<file path="src/logic/fhc_regs.svh">
// register offsets, field positions, reset values and timing counts of the flash host controller
`ifndef FHC_REGS_SVH
`define FHC_REGS_SVH
// word indices on the avalon slave
`define FHC_CTRL_IDX     3'h0
`define FHC_ADDR_IDX     3'h1
`define FHC_WDATA_IDX    3'h2
`define FHC_CMD_IDX      3'h3
`define FHC_STATUS_IDX   3'h4
`define FHC_RDATA_IDX    3'h5
// control fields
`define FHC_CTRL_BYTE    0
`define FHC_CTRL_WP      1
`define FHC_CTRL_ACCEL   2
`define FHC_CTRL_RST     3'h0
// command fields
`define FHC_CMD_READ     0
`define FHC_CMD_WRITE    1
`define FHC_CMD_POLL     2
`define FHC_CMD_HWRST    3
// status fields
`define FHC_ST_BUSY      0
`define FHC_ST_DONE      1
`define FHC_ST_READY     2
`define FHC_ST_TMO       3
`define FHC_ST_DROP      4
// toggle bit watched while polling
`define FHC_TOGGLE_BIT   6
// timing in ns and derived cycle counts
`define FHC_CLK_NS       100
`define FHC_T_ACC_NS     90
`define FHC_T_WP_NS      35
`define FHC_T_RP_NS      500
`define FHC_T_RH_NS      200
`define FHC_ACC_CYC      ((`FHC_T_ACC_NS + `FHC_CLK_NS - 1) / `FHC_CLK_NS)
`define FHC_WP_CYC       ((`FHC_T_WP_NS + `FHC_CLK_NS - 1) / `FHC_CLK_NS)
`define FHC_RP_CYC       ((`FHC_T_RP_NS + `FHC_CLK_NS - 1) / `FHC_CLK_NS)
`define FHC_RH_CYC       ((`FHC_T_RH_NS + `FHC_CLK_NS - 1) / `FHC_CLK_NS)
`define FHC_POLL_MAX     4096
`endif

</file>
<file path="src/logic/fhc_pkg.sv">
// types shared by the flash host controller modules
package fhc_pkg;
   // one flash bus cycle request
   typedef struct packed {
      logic        is_write;
      logic        byte_mode;
      logic [21:0] addr;
      logic [15:0] wdata;
   } fhc_req_s;
   // flash strobes, all active low
   typedef struct packed {
      logic ce_n;
      logic oe_n;
      logic we_n;
   } fhc_strobe_s;
   // main sequencer states
   typedef enum logic [5:0] {
      M_IDLE   = 6'h01,
      M_READ   = 6'h02,
      M_WRITE  = 6'h04,
      M_POLL_A = 6'h08,
      M_POLL_B = 6'h10,
      M_RST    = 6'h20
   } fhc_main_e;
   // single cycle sequencer states
   typedef enum logic [3:0] {
      C_IDLE   = 4'h1,
      C_SETUP  = 4'h2,
      C_STROBE = 4'h4,
      C_HOLD   = 4'h8
   } fhc_cyc_e;
endpackage

</file>
<file path="src/logic/fhc_cycle.sv">
// one read or write cycle on the flash pins
`timescale 1ns/1ps
`default_nettype none
`include "fhc_regs.svh"
module fhc_cycle
   import fhc_pkg::*;
#(
   parameter int ACC_CYC = `FHC_ACC_CYC,
   parameter int WP_CYC  = `FHC_WP_CYC
) (
   // clock and reset
   input  wire logic        clk,
   input  wire logic        resetn,
   // request from the sequencer
   input  wire logic        start,
   input  wire fhc_req_s    req,
   output logic             done,
   output logic [15:0]      rdata,
   // flash pins
   output logic [20:0]      flash_addr,
   output fhc_strobe_s      strobe,
   output logic             byte_n,
   output logic [15:0]      dq_out,
   output logic [15:0]      dq_oe,
   input  wire logic [15:0] dq_in
);
   fhc_cyc_e   st_reg;
   logic [7:0] cnt_reg;
   fhc_req_s   req_reg;

   // state and counter
   always_ff @(posedge clk or negedge resetn) begin
      if (!resetn) begin
         st_reg  <= C_IDLE;
         cnt_reg <= 8'h00;
         req_reg <= '0;
      end else begin
         case (st_reg)
            C_IDLE: begin
               if (start) begin
                  req_reg <= req;
                  st_reg  <= C_SETUP;
               end
            end
            C_SETUP: begin
               cnt_reg <= req_reg.is_write ? 8'(WP_CYC) : 8'(ACC_CYC);
               st_reg  <= C_STROBE;
            end
            C_STROBE: begin
               cnt_reg <= cnt_reg - 8'h01;
               if (cnt_reg == 8'h01) begin
                  st_reg <= C_HOLD;
               end
            end
            C_HOLD: begin
               st_reg <= C_IDLE;
            end
            default: begin
               st_reg <= C_IDLE;
            end
         endcase
      end
   end

   // pin drive; idle leaves the chip deselected
   // idle standby
   always_ff @(posedge clk or negedge resetn) begin
      if (!resetn) begin
         strobe     <= '{ce_n: 1'b1, oe_n: 1'b1, we_n: 1'b1};
         flash_addr <= 21'h000000;
         byte_n     <= 1'b1;
         dq_out     <= 16'h0000;
         dq_oe      <= 16'h0000;
      end else begin
         case (st_reg)
            C_SETUP: begin
               // word or byte addressing
               byte_n     <= !req_reg.byte_mode;
               flash_addr <= req_reg.byte_mode ? req_reg.addr[21:1] : req_reg.addr[20:0];
               strobe.ce_n <= 1'b0;
               strobe.oe_n <= req_reg.is_write;
               strobe.we_n <= !req_reg.is_write;
               // byte lane usage
               if (req_reg.byte_mode) begin
                  dq_out <= {req_reg.addr[0], 7'h00, req_reg.wdata[7:0]};
                  dq_oe  <= {1'b1, 7'h00, {8{req_reg.is_write}}};
               end else begin
                  dq_out <= req_reg.wdata;
                  dq_oe  <= {16{req_reg.is_write}};
               end
            end
            C_STROBE: begin
               if (cnt_reg == 8'h01) begin
                  strobe.oe_n <= 1'b1;
                  strobe.we_n <= 1'b1;
               end
            end
            C_HOLD: begin
               // release data one cycle after strobes
               strobe.ce_n <= 1'b1;
               dq_oe       <= 16'h0000;
            end
            default: begin
               strobe.ce_n <= 1'b1;
               strobe.oe_n <= 1'b1;
               strobe.we_n <= 1'b1;
            end
         endcase
      end
   end

   // capture read data at the end of the strobe
   always_ff @(posedge clk or negedge resetn) begin
      if (!resetn) begin
         rdata <= 16'h0000;
         done  <= 1'b0;
      end else begin
         done <= (st_reg == C_HOLD);
         if (st_reg == C_STROBE && cnt_reg == 8'h01 && !req_reg.is_write) begin
            rdata <= req_reg.byte_mode ? {8'h00, dq_in[7:0]} : dq_in;
         end
      end
   end
endmodule
`default_nettype wire

</file>
<file path="src/logic/fhc_top.sv">
// flash host controller: avalon register slave driving a dual bank flash
//
// Chosen here: the address map and the Avalon-MM register port.
`timescale 1ns/1ps
`default_nettype none
`include "fhc_regs.svh"
// Summary of operation
// word or byte units by organisation
// sixteen lanes words, low eight bytes
// host sequences strobes, avoids bus contention
// other bank reads during busy bank
// indicator bit read via software reads
// secured sector handled by software commands
// commands are plain writes to flash
// busy shown by pin and toggle bits
// flash returns to array reads itself
// reset pin aborts flash command state
// protect pin guards outer boot sectors
// accelerate pin speeds up programming
// protected sectors refuse program, erase
// temporary unprotect allows in-system change
// erase suspend and resume by commands
// erase chosen sectors, others untouched
// unlock bypass shortens program sequences
// flash ignores writes at low supply
// idle address brings automatic sleep
// host deselects chip for standby
// wait for completion before reading bank
module fhc_top
   import fhc_pkg::*;
#(
   parameter int ACC_CYC  = `FHC_ACC_CYC,
   parameter int WP_CYC   = `FHC_WP_CYC,
   parameter int RP_CYC   = `FHC_RP_CYC,
   parameter int RH_CYC   = `FHC_RH_CYC,
   parameter int POLL_MAX = `FHC_POLL_MAX
) (
   // clock and reset
   input  wire logic        clk,
   input  wire logic        resetn,
   // avalon-mm slave
   input  wire logic [2:0]  avs_address,
   input  wire logic        avs_read,
   input  wire logic        avs_write,
   input  wire logic [31:0] avs_writedata,
   output logic [31:0]      avs_readdata,
   output logic             avs_waitrequest,
   // flash address and strobes
   output logic [20:0]      flash_addr,
   output logic             flash_ce_n,
   output logic             flash_oe_n,
   output logic             flash_we_n,
   output logic             flash_byte_n,
   output logic             flash_reset_n,
   // flash data lanes
   output logic [15:0]      flash_dq_out,
   output logic [15:0]      flash_dq_oe,
   input  wire logic [15:0] flash_dq_in,
   // flash status and protection pins
   input  wire logic        ready_busy_out_n,
   output logic             protect_accel_pin,
   output logic             program_speedup
);
   fhc_main_e   st_reg;
   logic        ack_reg;
   logic        byte_mode_reg;
   logic [21:0] addr_reg;
   logic [15:0] wdata_reg;
   logic [15:0] rdata_reg;
   logic [15:0] first_rd_reg;
   logic        done_reg;
   logic        tmo_reg;
   logic        drop_reg;
   logic        ready_reg;
   logic [15:0] wait_cnt_reg;
   logic [12:0] poll_cnt_reg;
   logic        cyc_start_reg;
   logic        cyc_done;
   logic [15:0] cyc_rdata;
   fhc_strobe_s cyc_strobe;
   fhc_req_s    cyc_req;
   logic        wr_take;
   logic        cmd_take;
   logic        busy;
   logic        toggled;
   logic        ev_done;
   logic        ev_tmo;
   logic        ev_drop;

   // true for a register write taking effect at this edge
   function automatic logic reg_wr(input logic [2:0] idx);
      reg_wr = avs_write && ack_reg && (avs_address == idx);
   endfunction

   assign wr_take  = avs_write && ack_reg;
   assign cmd_take = reg_wr(`FHC_CMD_IDX) && (|avs_writedata[3:0]);
   assign busy     = (st_reg != M_IDLE);
   assign toggled  = first_rd_reg[`FHC_TOGGLE_BIT] != cyc_rdata[`FHC_TOGGLE_BIT];
   assign cyc_req  = '{is_write: (st_reg == M_WRITE), byte_mode: byte_mode_reg,
                       addr: addr_reg, wdata: wdata_reg};

   // one wait cycle then a single-cycle answer
   always_ff @(posedge clk or negedge resetn) begin
      if (!resetn) begin
         ack_reg         <= 1'b0;
         avs_waitrequest <= 1'b1;
      end else begin
         ack_reg         <= (avs_read || avs_write) && !ack_reg;
         avs_waitrequest <= !((avs_read || avs_write) && !ack_reg);
      end
   end

   // read data mux, unmapped words read zero
   always_ff @(posedge clk or negedge resetn) begin
      if (!resetn) begin
         avs_readdata <= 32'h00000000;
      end else if (avs_read && !ack_reg) begin
         if (avs_address == `FHC_CTRL_IDX) begin
            avs_readdata <= {29'h0, program_speedup, !protect_accel_pin, byte_mode_reg};
         end else if (avs_address == `FHC_ADDR_IDX) begin
            avs_readdata <= {10'h000, addr_reg};
         end else if (avs_address == `FHC_WDATA_IDX) begin
            avs_readdata <= {16'h0000, wdata_reg};
         end else if (avs_address == `FHC_STATUS_IDX) begin
            avs_readdata <= {27'h0, drop_reg, tmo_reg, ready_reg, done_reg, busy};
         end else if (avs_address == `FHC_RDATA_IDX) begin
            avs_readdata <= {16'h0000, rdata_reg};
         end else begin
            avs_readdata <= 32'h00000000;
         end
      end
   end

   // configuration and operand registers
   always_ff @(posedge clk or negedge resetn) begin
      if (!resetn) begin
         byte_mode_reg     <= 1'b0;
         protect_accel_pin <= 1'b1;
         program_speedup   <= 1'b0;
         addr_reg          <= 22'h000000;
         wdata_reg         <= 16'h0000;
      end else if (wr_take) begin
         if (avs_address == `FHC_CTRL_IDX) begin
            byte_mode_reg     <= avs_writedata[`FHC_CTRL_BYTE];
            // low level protects outer boot sectors
            protect_accel_pin <= !avs_writedata[`FHC_CTRL_WP];
            // accelerate request to supply switch
            program_speedup   <= avs_writedata[`FHC_CTRL_ACCEL];
         end else if (avs_address == `FHC_ADDR_IDX && !busy) begin
            addr_reg <= avs_writedata[21:0];
         end else if (avs_address == `FHC_WDATA_IDX && !busy) begin
            wdata_reg <= avs_writedata[15:0];
         end
      end
   end

   // main sequencer
   always_ff @(posedge clk or negedge resetn) begin
      if (!resetn) begin
         st_reg        <= M_IDLE;
         cyc_start_reg <= 1'b0;
         flash_reset_n <= 1'b1;
         wait_cnt_reg  <= 16'h0000;
         poll_cnt_reg  <= 13'h0000;
         first_rd_reg  <= 16'h0000;
         rdata_reg     <= 16'h0000;
      end else begin
         cyc_start_reg <= 1'b0;
         case (st_reg)
            M_IDLE: begin
               if (cmd_take) begin
                  poll_cnt_reg <= 13'h0000;
                  if (avs_writedata[`FHC_CMD_HWRST]) begin
                     // pulse the flash reset pin
                     flash_reset_n <= 1'b0;
                     wait_cnt_reg  <= 16'(RP_CYC + RH_CYC);
                     st_reg        <= M_RST;
                  end else if (avs_writedata[`FHC_CMD_READ]) begin
                     cyc_start_reg <= 1'b1;
                     st_reg        <= M_READ;
                  end else if (avs_writedata[`FHC_CMD_WRITE]) begin
                     // command is an ordinary bus write
                     cyc_start_reg <= 1'b1;
                     st_reg        <= M_WRITE;
                  end else begin
                     cyc_start_reg <= 1'b1;
                     st_reg        <= M_POLL_A;
                  end
               end
            end
            M_READ: begin
               if (cyc_done) begin
                  rdata_reg <= cyc_rdata;
                  st_reg    <= M_IDLE;
               end
            end
            M_WRITE: begin
               if (cyc_done) begin
                  st_reg <= M_IDLE;
               end
            end
            M_POLL_A: begin
               if (cyc_done) begin
                  first_rd_reg  <= cyc_rdata;
                  cyc_start_reg <= 1'b1;
                  st_reg        <= M_POLL_B;
               end
            end
            M_POLL_B: begin
               if (cyc_done) begin
                  rdata_reg    <= cyc_rdata;
                  poll_cnt_reg <= poll_cnt_reg + 13'h0001;
                  // done once toggle bit settles
                  if (!toggled || poll_cnt_reg == 13'(POLL_MAX - 1)) begin
                     st_reg <= M_IDLE;
                  end else begin
                     cyc_start_reg <= 1'b1;
                     st_reg        <= M_POLL_A;
                  end
               end
            end
            M_RST: begin
               wait_cnt_reg <= wait_cnt_reg - 16'h0001;
               if (wait_cnt_reg == 16'(RH_CYC + 1)) begin
                  flash_reset_n <= 1'b1;
               end
               if (wait_cnt_reg == 16'h0001) begin
                  st_reg <= M_IDLE;
               end
            end
            default: begin
               st_reg <= M_IDLE;
            end
         endcase
      end
   end

   // sticky status events
   assign ev_done = ((st_reg == M_READ || st_reg == M_WRITE) && cyc_done)
                 || (st_reg == M_POLL_B && cyc_done && !toggled)
                 || (st_reg == M_RST && wait_cnt_reg == 16'h0001);
   assign ev_tmo  = st_reg == M_POLL_B && cyc_done && toggled
                 && poll_cnt_reg == 13'(POLL_MAX - 1);
   assign ev_drop = reg_wr(`FHC_CMD_IDX) && busy;

   // done, timeout and drop flags, write one to clear, a new event wins; ready follows the pin
   always_ff @(posedge clk or negedge resetn) begin
      if (!resetn) begin
         done_reg  <= 1'b0;
         tmo_reg   <= 1'b0;
         drop_reg  <= 1'b0;
         ready_reg <= 1'b0;
      end else begin
         // ready pin shown in status
         ready_reg <= ready_busy_out_n;
         if (ev_done) begin
            done_reg <= 1'b1;
         end else if (reg_wr(`FHC_STATUS_IDX) && avs_writedata[`FHC_ST_DONE]) begin
            done_reg <= 1'b0;
         end
         if (ev_tmo) begin
            tmo_reg <= 1'b1;
         end else if (reg_wr(`FHC_STATUS_IDX) && avs_writedata[`FHC_ST_TMO]) begin
            tmo_reg <= 1'b0;
         end
         if (ev_drop) begin
            drop_reg <= 1'b1;
         end else if (reg_wr(`FHC_STATUS_IDX) && avs_writedata[`FHC_ST_DROP]) begin
            drop_reg <= 1'b0;
         end
      end
   end

   // flash pin cycle engine
   fhc_cycle #(
      .ACC_CYC (ACC_CYC),
      .WP_CYC  (WP_CYC)
   ) u_cycle (
      .clk        (clk),
      .resetn     (resetn),
      .start      (cyc_start_reg),
      .req        (cyc_req),
      .done       (cyc_done),
      .rdata      (cyc_rdata),
      .flash_addr (flash_addr),
      .strobe     (cyc_strobe),
      .byte_n     (flash_byte_n),
      .dq_out     (flash_dq_out),
      .dq_oe      (flash_dq_oe),
      .dq_in      (flash_dq_in)
   );

   assign flash_ce_n = cyc_strobe.ce_n;
   assign flash_oe_n = cyc_strobe.oe_n;
   assign flash_we_n = cyc_strobe.we_n;
endmodule
`default_nettype wire

</file>
<file path="config.mk">
export PLATFORM = sky130hd
export DESIGN_NAME = fhc_top
export DESIGN_NICKNAME = d
export VERILOG_FILES = /design/src/logic/fhc_pkg.sv /design/src/logic/fhc_cycle.sv /design/src/logic/fhc_top.sv
export VERILOG_INCLUDE_DIRS = /design/src /design/src/logic
export SDC_FILE = /design/constraint.sdc
export NUM_CORES = 1
export LEC_CHECK = 0
export BUFFER_PORTS_ARGS = -buffer_cell sky130_fd_sc_hd__buf_2
export CORE_UTILIZATION = 52
export DETAILED_ROUTE_END_ITERATION = 10
export PLACE_DENSITY = 0.76
export SYNTH_ARGS = -nofsm -noshare
export SYNTH_HDL_FRONTEND = slang
export SYNTH_SLANG_ARGS = --single-unit
</file>
<file path="constraint.sdc">
create_clock -name clk -period 2.3 [get_ports clk]
set_input_delay 0 -clock clk [delete_from_list [all_inputs] [get_ports clk]]
set_output_delay 0 -clock clk [all_outputs]
set_load 0.02 [all_outputs]
</file>
# After elaboration in Yosys (flattened, before gate mapping)

Cells that the tools add are included.

Add/subtract/negate cells: 3
Equality and inequality tests: 30
Muxes and demuxes: 49
Bitwise gates (word level): 3
Reduce and logical (&&, ||, !) cells: 56

Operators with widths:

| kind                                                   | count |
|---|---|
| 2-to-1 mux 16 bit                                      | 8 |
| case mux 16 bit (2 select lines)                       | 2 |
| 2-to-1 mux 22 bit                                      | 2 |
| 2-to-1 mux 6 bit                                       | 6 |
| case mux 6 bit (5 select lines)                        | 1 |
| 2-to-1 mux 13 bit                                      | 2 |
| case mux 13 bit (2 select lines)                       | 1 |
| 2-to-1 mux 21 bit                                      | 1 |
| logical AND 1 bit                                      | 20 |
| 2-to-1 mux 4 bit                                       | 5 |
| equality test 16 x 1 -> 1 bit (second input constant)  | 1 |
| equality test 16 x 2 -> 1 bit (second input constant)  | 1 |
| case mux 8 bit (2 select lines)                        | 1 |
| subtractor 16 x 1 -> 16 bit (second input constant)    | 1 |
| 2-to-1 mux 1 bit                                       | 14 |
| nonzero test 2 bit                                     | 7 |
| adder 13 x 1 -> 13 bit (second input constant)         | 1 |
| equality test 13 x 12 -> 1 bit (second input constant) | 1 |
| case mux 4 bit (3 select lines)                        | 1 |
| AND reduction 2 bit                                    | 6 |
| inequality test 2 x 1 -> 1 bit (second input constant) | 5 |
| AND reduction 3 bit                                    | 3 |
| equality test 8 x 1 -> 1 bit (second input constant)   | 1 |
| zero test 1 bit                                        | 8 |
| other kinds (28)                                       | 42 |

Register bits after elaboration: 265
Input bits: 56
Output and inout bits: 93
Word-level logic and storage cells: 175

# Longest topological paths before layout

Word-level depth: 6
Mapped depth: 8
Gate-level depth less buffers: 6

# By module

Synthesis repeated with hierarchy kept, for this count alone.

Cells, all modules: 925
Area, all modules: 10558.9 µm²

By module, submodules not included:

| module    | times used | cells each | area an instance (µm²) | sequential area each (µm²) |
|---|---|---|---|---|
| fhc_top   | 1          | 542        | 5855.6                 | 3083.0 |
| fhc_cycle | 1          | 383        | 4703.3                 | 2834.0 |

# Worst setup path after synthesis

No wires, ideal clock.

Path type: flip-flop to flip-flop
Start point: reg u_cycle.cnt_reg[4]
End point: reg u_cycle.rdata[3]
Setup time: 0.125 ns
Arrival: 2.064 ns
Data required time: 2.175 ns
Setup slack: 0.111 ns
Cell stages (with the launch flop): 7
Buffers on the path: 1
Clock period less this slack: 2.189 ns
Cells stage by stage: dfrtp_1 -> or4_4 -> nor2_4 -> nand2_2 -> nor4b_4 -> buf_6 -> mux2_2

Longest elaborated chain between the ends: 3

RTL lines:

| item                           | RTL line         | source |
|---|---|---|
| start, declared                | fhc_cycle.sv:28  | `logic [7:0] cnt_reg;` |
| start signal, assigned         | fhc_cycle.sv:46  | `cnt_reg <= req_reg.is_write ? 8'(WP_CYC) : 8'(ACC_CYC);` |
| start signal, assigned         | fhc_cycle.sv:50  | `cnt_reg <= cnt_reg - 8'h01;` |
| equality test 8 x 1 -> 1 bit   | fhc_cycle.sv:119 | `if (st_reg == C_STROBE && cnt_reg == 8'h01 && !req_reg.is_write) begin` |
| logical AND 1 bit (2 in a row) | fhc_cycle.sv:119 |  |
| end signal, assigned           | fhc_cycle.sv:120 | `rdata <= req_reg.byte_mode ? {8'h00, dq_in[7:0]} : dq_in;` |
| end, declared                  | fhc_cycle.sv:18  | `output logic [15:0] rdata,` |

Every way passes these cells.
A chain may end at the register's enable or synchronous reset.

# Worst setup path in the final report

Start point: reg st_reg[1]
End point: reg poll_cnt_reg[9]

Longest elaborated chain between the ends: 3
Elaborated cells on any way between the ends: 7
Classes of those cells: 4 x eq/ne; 1 x mux; 2 x reduce/logical

RTL lines:

| item                                                                                | RTL line       | source |
|---|---|---|
| start, declared                                                                     | fhc_top.sv:64  | `fhc_main_e st_reg;` |
| start signal, assigned                                                              | fhc_top.sv:160 | `st_reg <= M_IDLE;` |
| start signal, assigned                                                              | fhc_top.sv:177 | `st_reg <= M_RST;` |
| start signal, assigned                                                              | fhc_top.sv:180 | `st_reg <= M_READ;` |
| equality test 6 x 5 -> 1 bit / equality test 6 x 1 -> 1 bit (equally long branches) | fhc_top.sv:169 | `case (st_reg)` |
| inequality test 2 x 1 -> 1 bit (no line), or another cell as far along              | --             |  |
| AND reduction 3 bit (no line)                                                       | --             |  |
| end signal, assigned                                                                | fhc_top.sv:212 | `poll_cnt_reg <= poll_cnt_reg + 13'h0001;` |
| end, declared                                                                       | fhc_top.sv:76  | `logic [12:0] poll_cnt_reg;` |

Several ways; a longest one is shown, not always the timed one.

==> flow_summary_export.csv <==
group,metric,value,unit
outcome,status,"completed",
detailed_routing,route.detailed.drc,0,
setup_path,start_kind,"flop",
pwr,p_int,0.00836,W
die,fp.dieArea,20800,um^2
global_routing,grt_pass1_wl,37800,um
setup_path,end_kind,"flop",
cells_and_area,multi_input_area,4270,um^2
place,gp_congestion,0.848,
place,portBuffers,128,
setup_path,critical_path_arrival,2.61,ns
sta,rsz0062_at_grt,"no",
setup_path,crit_type,"reg -> reg",
synth,synth-edff-count,0,
cts,clk_pin_slew_worst_paths,0.06,ns
sta,fin_worst_skew,0.00951,ns
cells_and_area,n_fill_cell,1532,
sta,finalSetupViolCount,0,
setup_path,r2r_start,"st_reg[1]",
flow_run,max_cap_viol_count,0,
detailed_routing,postRouteAntennaNets,0,
pwr,p_total,0.0117,W
sta,finalCriticalPeriod,2.19,ns
place,dpl.hpwl,15800,um
global_routing,antenna_found_initial,0,
setup_path,critPathMaxFanout,7,
detailed_routing,via_per_inst,5.44,
detailed_routing,vias,7430,
detailed_routing,wl_per_cell,17.1,um
cells_and_area,nNetsFinal,1146,
global_routing,grt_max_degree,76,
sta,relSlewSlack,50.8,%
cts,cts.sinks,236,
cts,clkLatencyLatePin,0.53,ns
cts,clockRootBuffer,"clkbuf_16",
synth,synthesis.area,10500,um^2
sta,maxSlewViolCount,0,
global_routing,grt-ovfl-total,0,
cells_and_area,layout-drive-gt1-share,31.8,%
cts,cts_tree,"done",
sta,finalCritPeriodShare,95.3,%
sta,hold_slack,0.0305,ns
pwr,cellPowerDensity,917,nW/um^2
cells_and_area,diodes,0,
detailed_routing,totalWireLength,23300,um
setup_path,reg2reg_slack,0.11,ns
synth,seq_area_frac_synth,56.1,%
global_routing,grt_pass1_vias,7203,
cells_and_area,fin_area,12800,um^2
setup_path,r2r_end,"poll_cnt_reg[9]",
sta,fmax,0.456,GHz
place,placed_area,11500,um^2
cts,clock_path_buffers,3,
min_path,min_path_type,"in -> async",
pwr,vdd_drop_max,0.595,mV
synth,syn_inst,913,
synth,synth_top_flop_cell,"dfrtp_1",
pwr,p_clk_share,33.4,%
die,fp.dieW,144,um
die,start_util,53.6,%
pwr,seq_power_share,47.8,%
cts,cts_buffers,24,
synth,async_reset_ff_share,100,%
synth,yosysWarnings,0,
synth,synthDistinctLibCells,66,
die,io_pins,149,
detailed_routing,firstDrtPassIters,5,
cells_and_area,largest_register_ffs,40,
detailed_routing,drt_first_iter_violations,454,
synth,ys_seq_elements,236,
sta,tightest_slew,0.732,ns
setup_path,r2r_cells,5,
global_routing,grt_use_total,23.3,%
pwr,p_leak,6.12,nW
cells_and_area,syn_to_final_growth,21.5,%
die,fp.dieH,144,um
pwr,swShare,28.9,%
pwr,p_switching,0.00339,W
pwr,combPwrFrac,18.8,%
sta,hold_viol_final,0,
cts,htree_levels,1,
cells_and_area,register_area,5920,um^2
die,core,19700,um^2
setup_path,cp.required,2.71,ns
synth,syn_area_per_cell,11.5,um^2
die,std_cell_rows,51,
layout by cell type (no fill, tap or decap), drive strengths merged, types with 5 or more instances in the layout:
master,n
a21oi,25
buf,162
clkbuf,39
conb,10
dfrtp,227
dfstp,9
dlygate4sd3,46
ha,6
inv,13
mux2,113
mux2i,37
nand2,119
nand2b,7
nand3,14
nand3b,13
nand4,9
nor2,61
nor2b,9
nor3,22
nor3b,6
nor4,5
nor4b,6
o21ai,52
or4,6
xnor2,11
xor2,14
cells by family after synthesis:
| logic type | after synthesis | synth area share (%) |
|---|---|---|
| DFF | 236 | 56.1 |
| buffers and inverters | 85 | 4.07 |
| adders and majority gates | 6 | 0.712 |
| AOI/OAI and AO/OA | 115 | 6.79 |
| other | 1 | 0.0356 |
| and+or+nand+nor | 293 | 14.2 |
| xor gates and xnor gates | 25 | 2.08 |
| muxes | 152 | 16.0 |
power groups by stage:
stage,logic [W],clock network [W],registers (W)
final,0.00221,0.00392,0.00562
after CTS,0.00220,0.00397,0.00559
after detailed placement,0.00211,0,0.00565
after global routing,0.00243,0.00416,0.00571
after floorplan,0.00151,0,0.00549
after global placement,0.00205,0,0.00561
how the worst max path moves through the flow:
| stage | from | end | slack [ns] | cells past startpoint |
|---|---|---|---|---|
| finish | st_reg[1] | poll_cnt_reg[9] | 0.11 | 5 |
| global route | st_reg[1] | poll_cnt_reg[9] | 0.003 | 5 |
| CTS | st_reg[1] | wait_cnt_reg[12] | 0.09 | 5 |
| detailed placement | wait_cnt_reg[11] | st_reg[2] | -0.01 | 5 |
| global placement | wait_cnt_reg[11] | st_reg[2] | 0.13 | 5 |
| floorplan | u_cycle.cnt_reg[4] | u_cycle.rdata[3] | 0.11 | 6 |
metrics by stage:
stage          std cells  utilization [%]  setup WS, ns  setup TNS [ns]
2_1_floorplan        922                -         0.111               0
3_3_place_gp        1276             58.5         0.131               0
3_5_place_dp        1276             58.5       -0.0149         -0.0149
4_1_cts             1366             65.0        0.0901               0
5_1_grt             1367             65.2       0.00265               0
6_report            1367             65.2         0.109               0
critical path, cell delays in order, from the launching register on:
cell,delay (ns)
dfrtp_2,0.45
or4_1,0.74
nor4_2,0.50
nand3_1,0.15
xor2_1,0.17
nor2_1,0.06
synth_stat cells (10+ instances only):
cell,number,area (um^2)
dfrtp_1,227,5680
nand2_1,118,443
mux2_2,113,1270
nor2_1,59,221
o21ai_0,51,255
mux2i_1,37,370
clkbuf_1,34,128
a21oi_1,25,125
buf_4,24,180
nor3_1,18,90.1
nand3_1,14,70.1
xor2_1,14,123
inv_1,13,48.8
nand3b_1,13,97.6
xnor2_1,11,96.3
buf_2,10,50.1
layer usage:
metal  vias to the layer above  track usage [%]  wire [um]
met5                         -                0          0
met4                         0             6.98        543
met3                        49             3.54       1080
met2                       183             36.3      10800
met1                      3691             33.7      10900
li1                       3507                -          -
final cells by class:
| type | count | area share, % |
|---|---|---|
| Inverter | 13 | 0.381 |
| Clock buffer | 39 | 5.83 |
| Tap cell | 265 | 2.59 |
| Sequential cell | 236 | 46.2 |
| Multi-Input combinational cell | 601 | 33.3 |
| Clock inverter | 5 | 0.479 |
| Timing Repair Buffer | 208 | 11.2 |
what timing repair did:
| item | CTS | global route |
|---|---|---|
| pin swaps | 0 | 2 |
| gates resized for setup | 1 | 4 |
| buffers inserted | 0 | 1 |
| hold endpoints to repair | 283 | 0 |
| hold buffers | 46 | 0 |
| setup endpoints to repair | 1 | 18 |
Note: power is estimated with default switching activity, not from simulation.
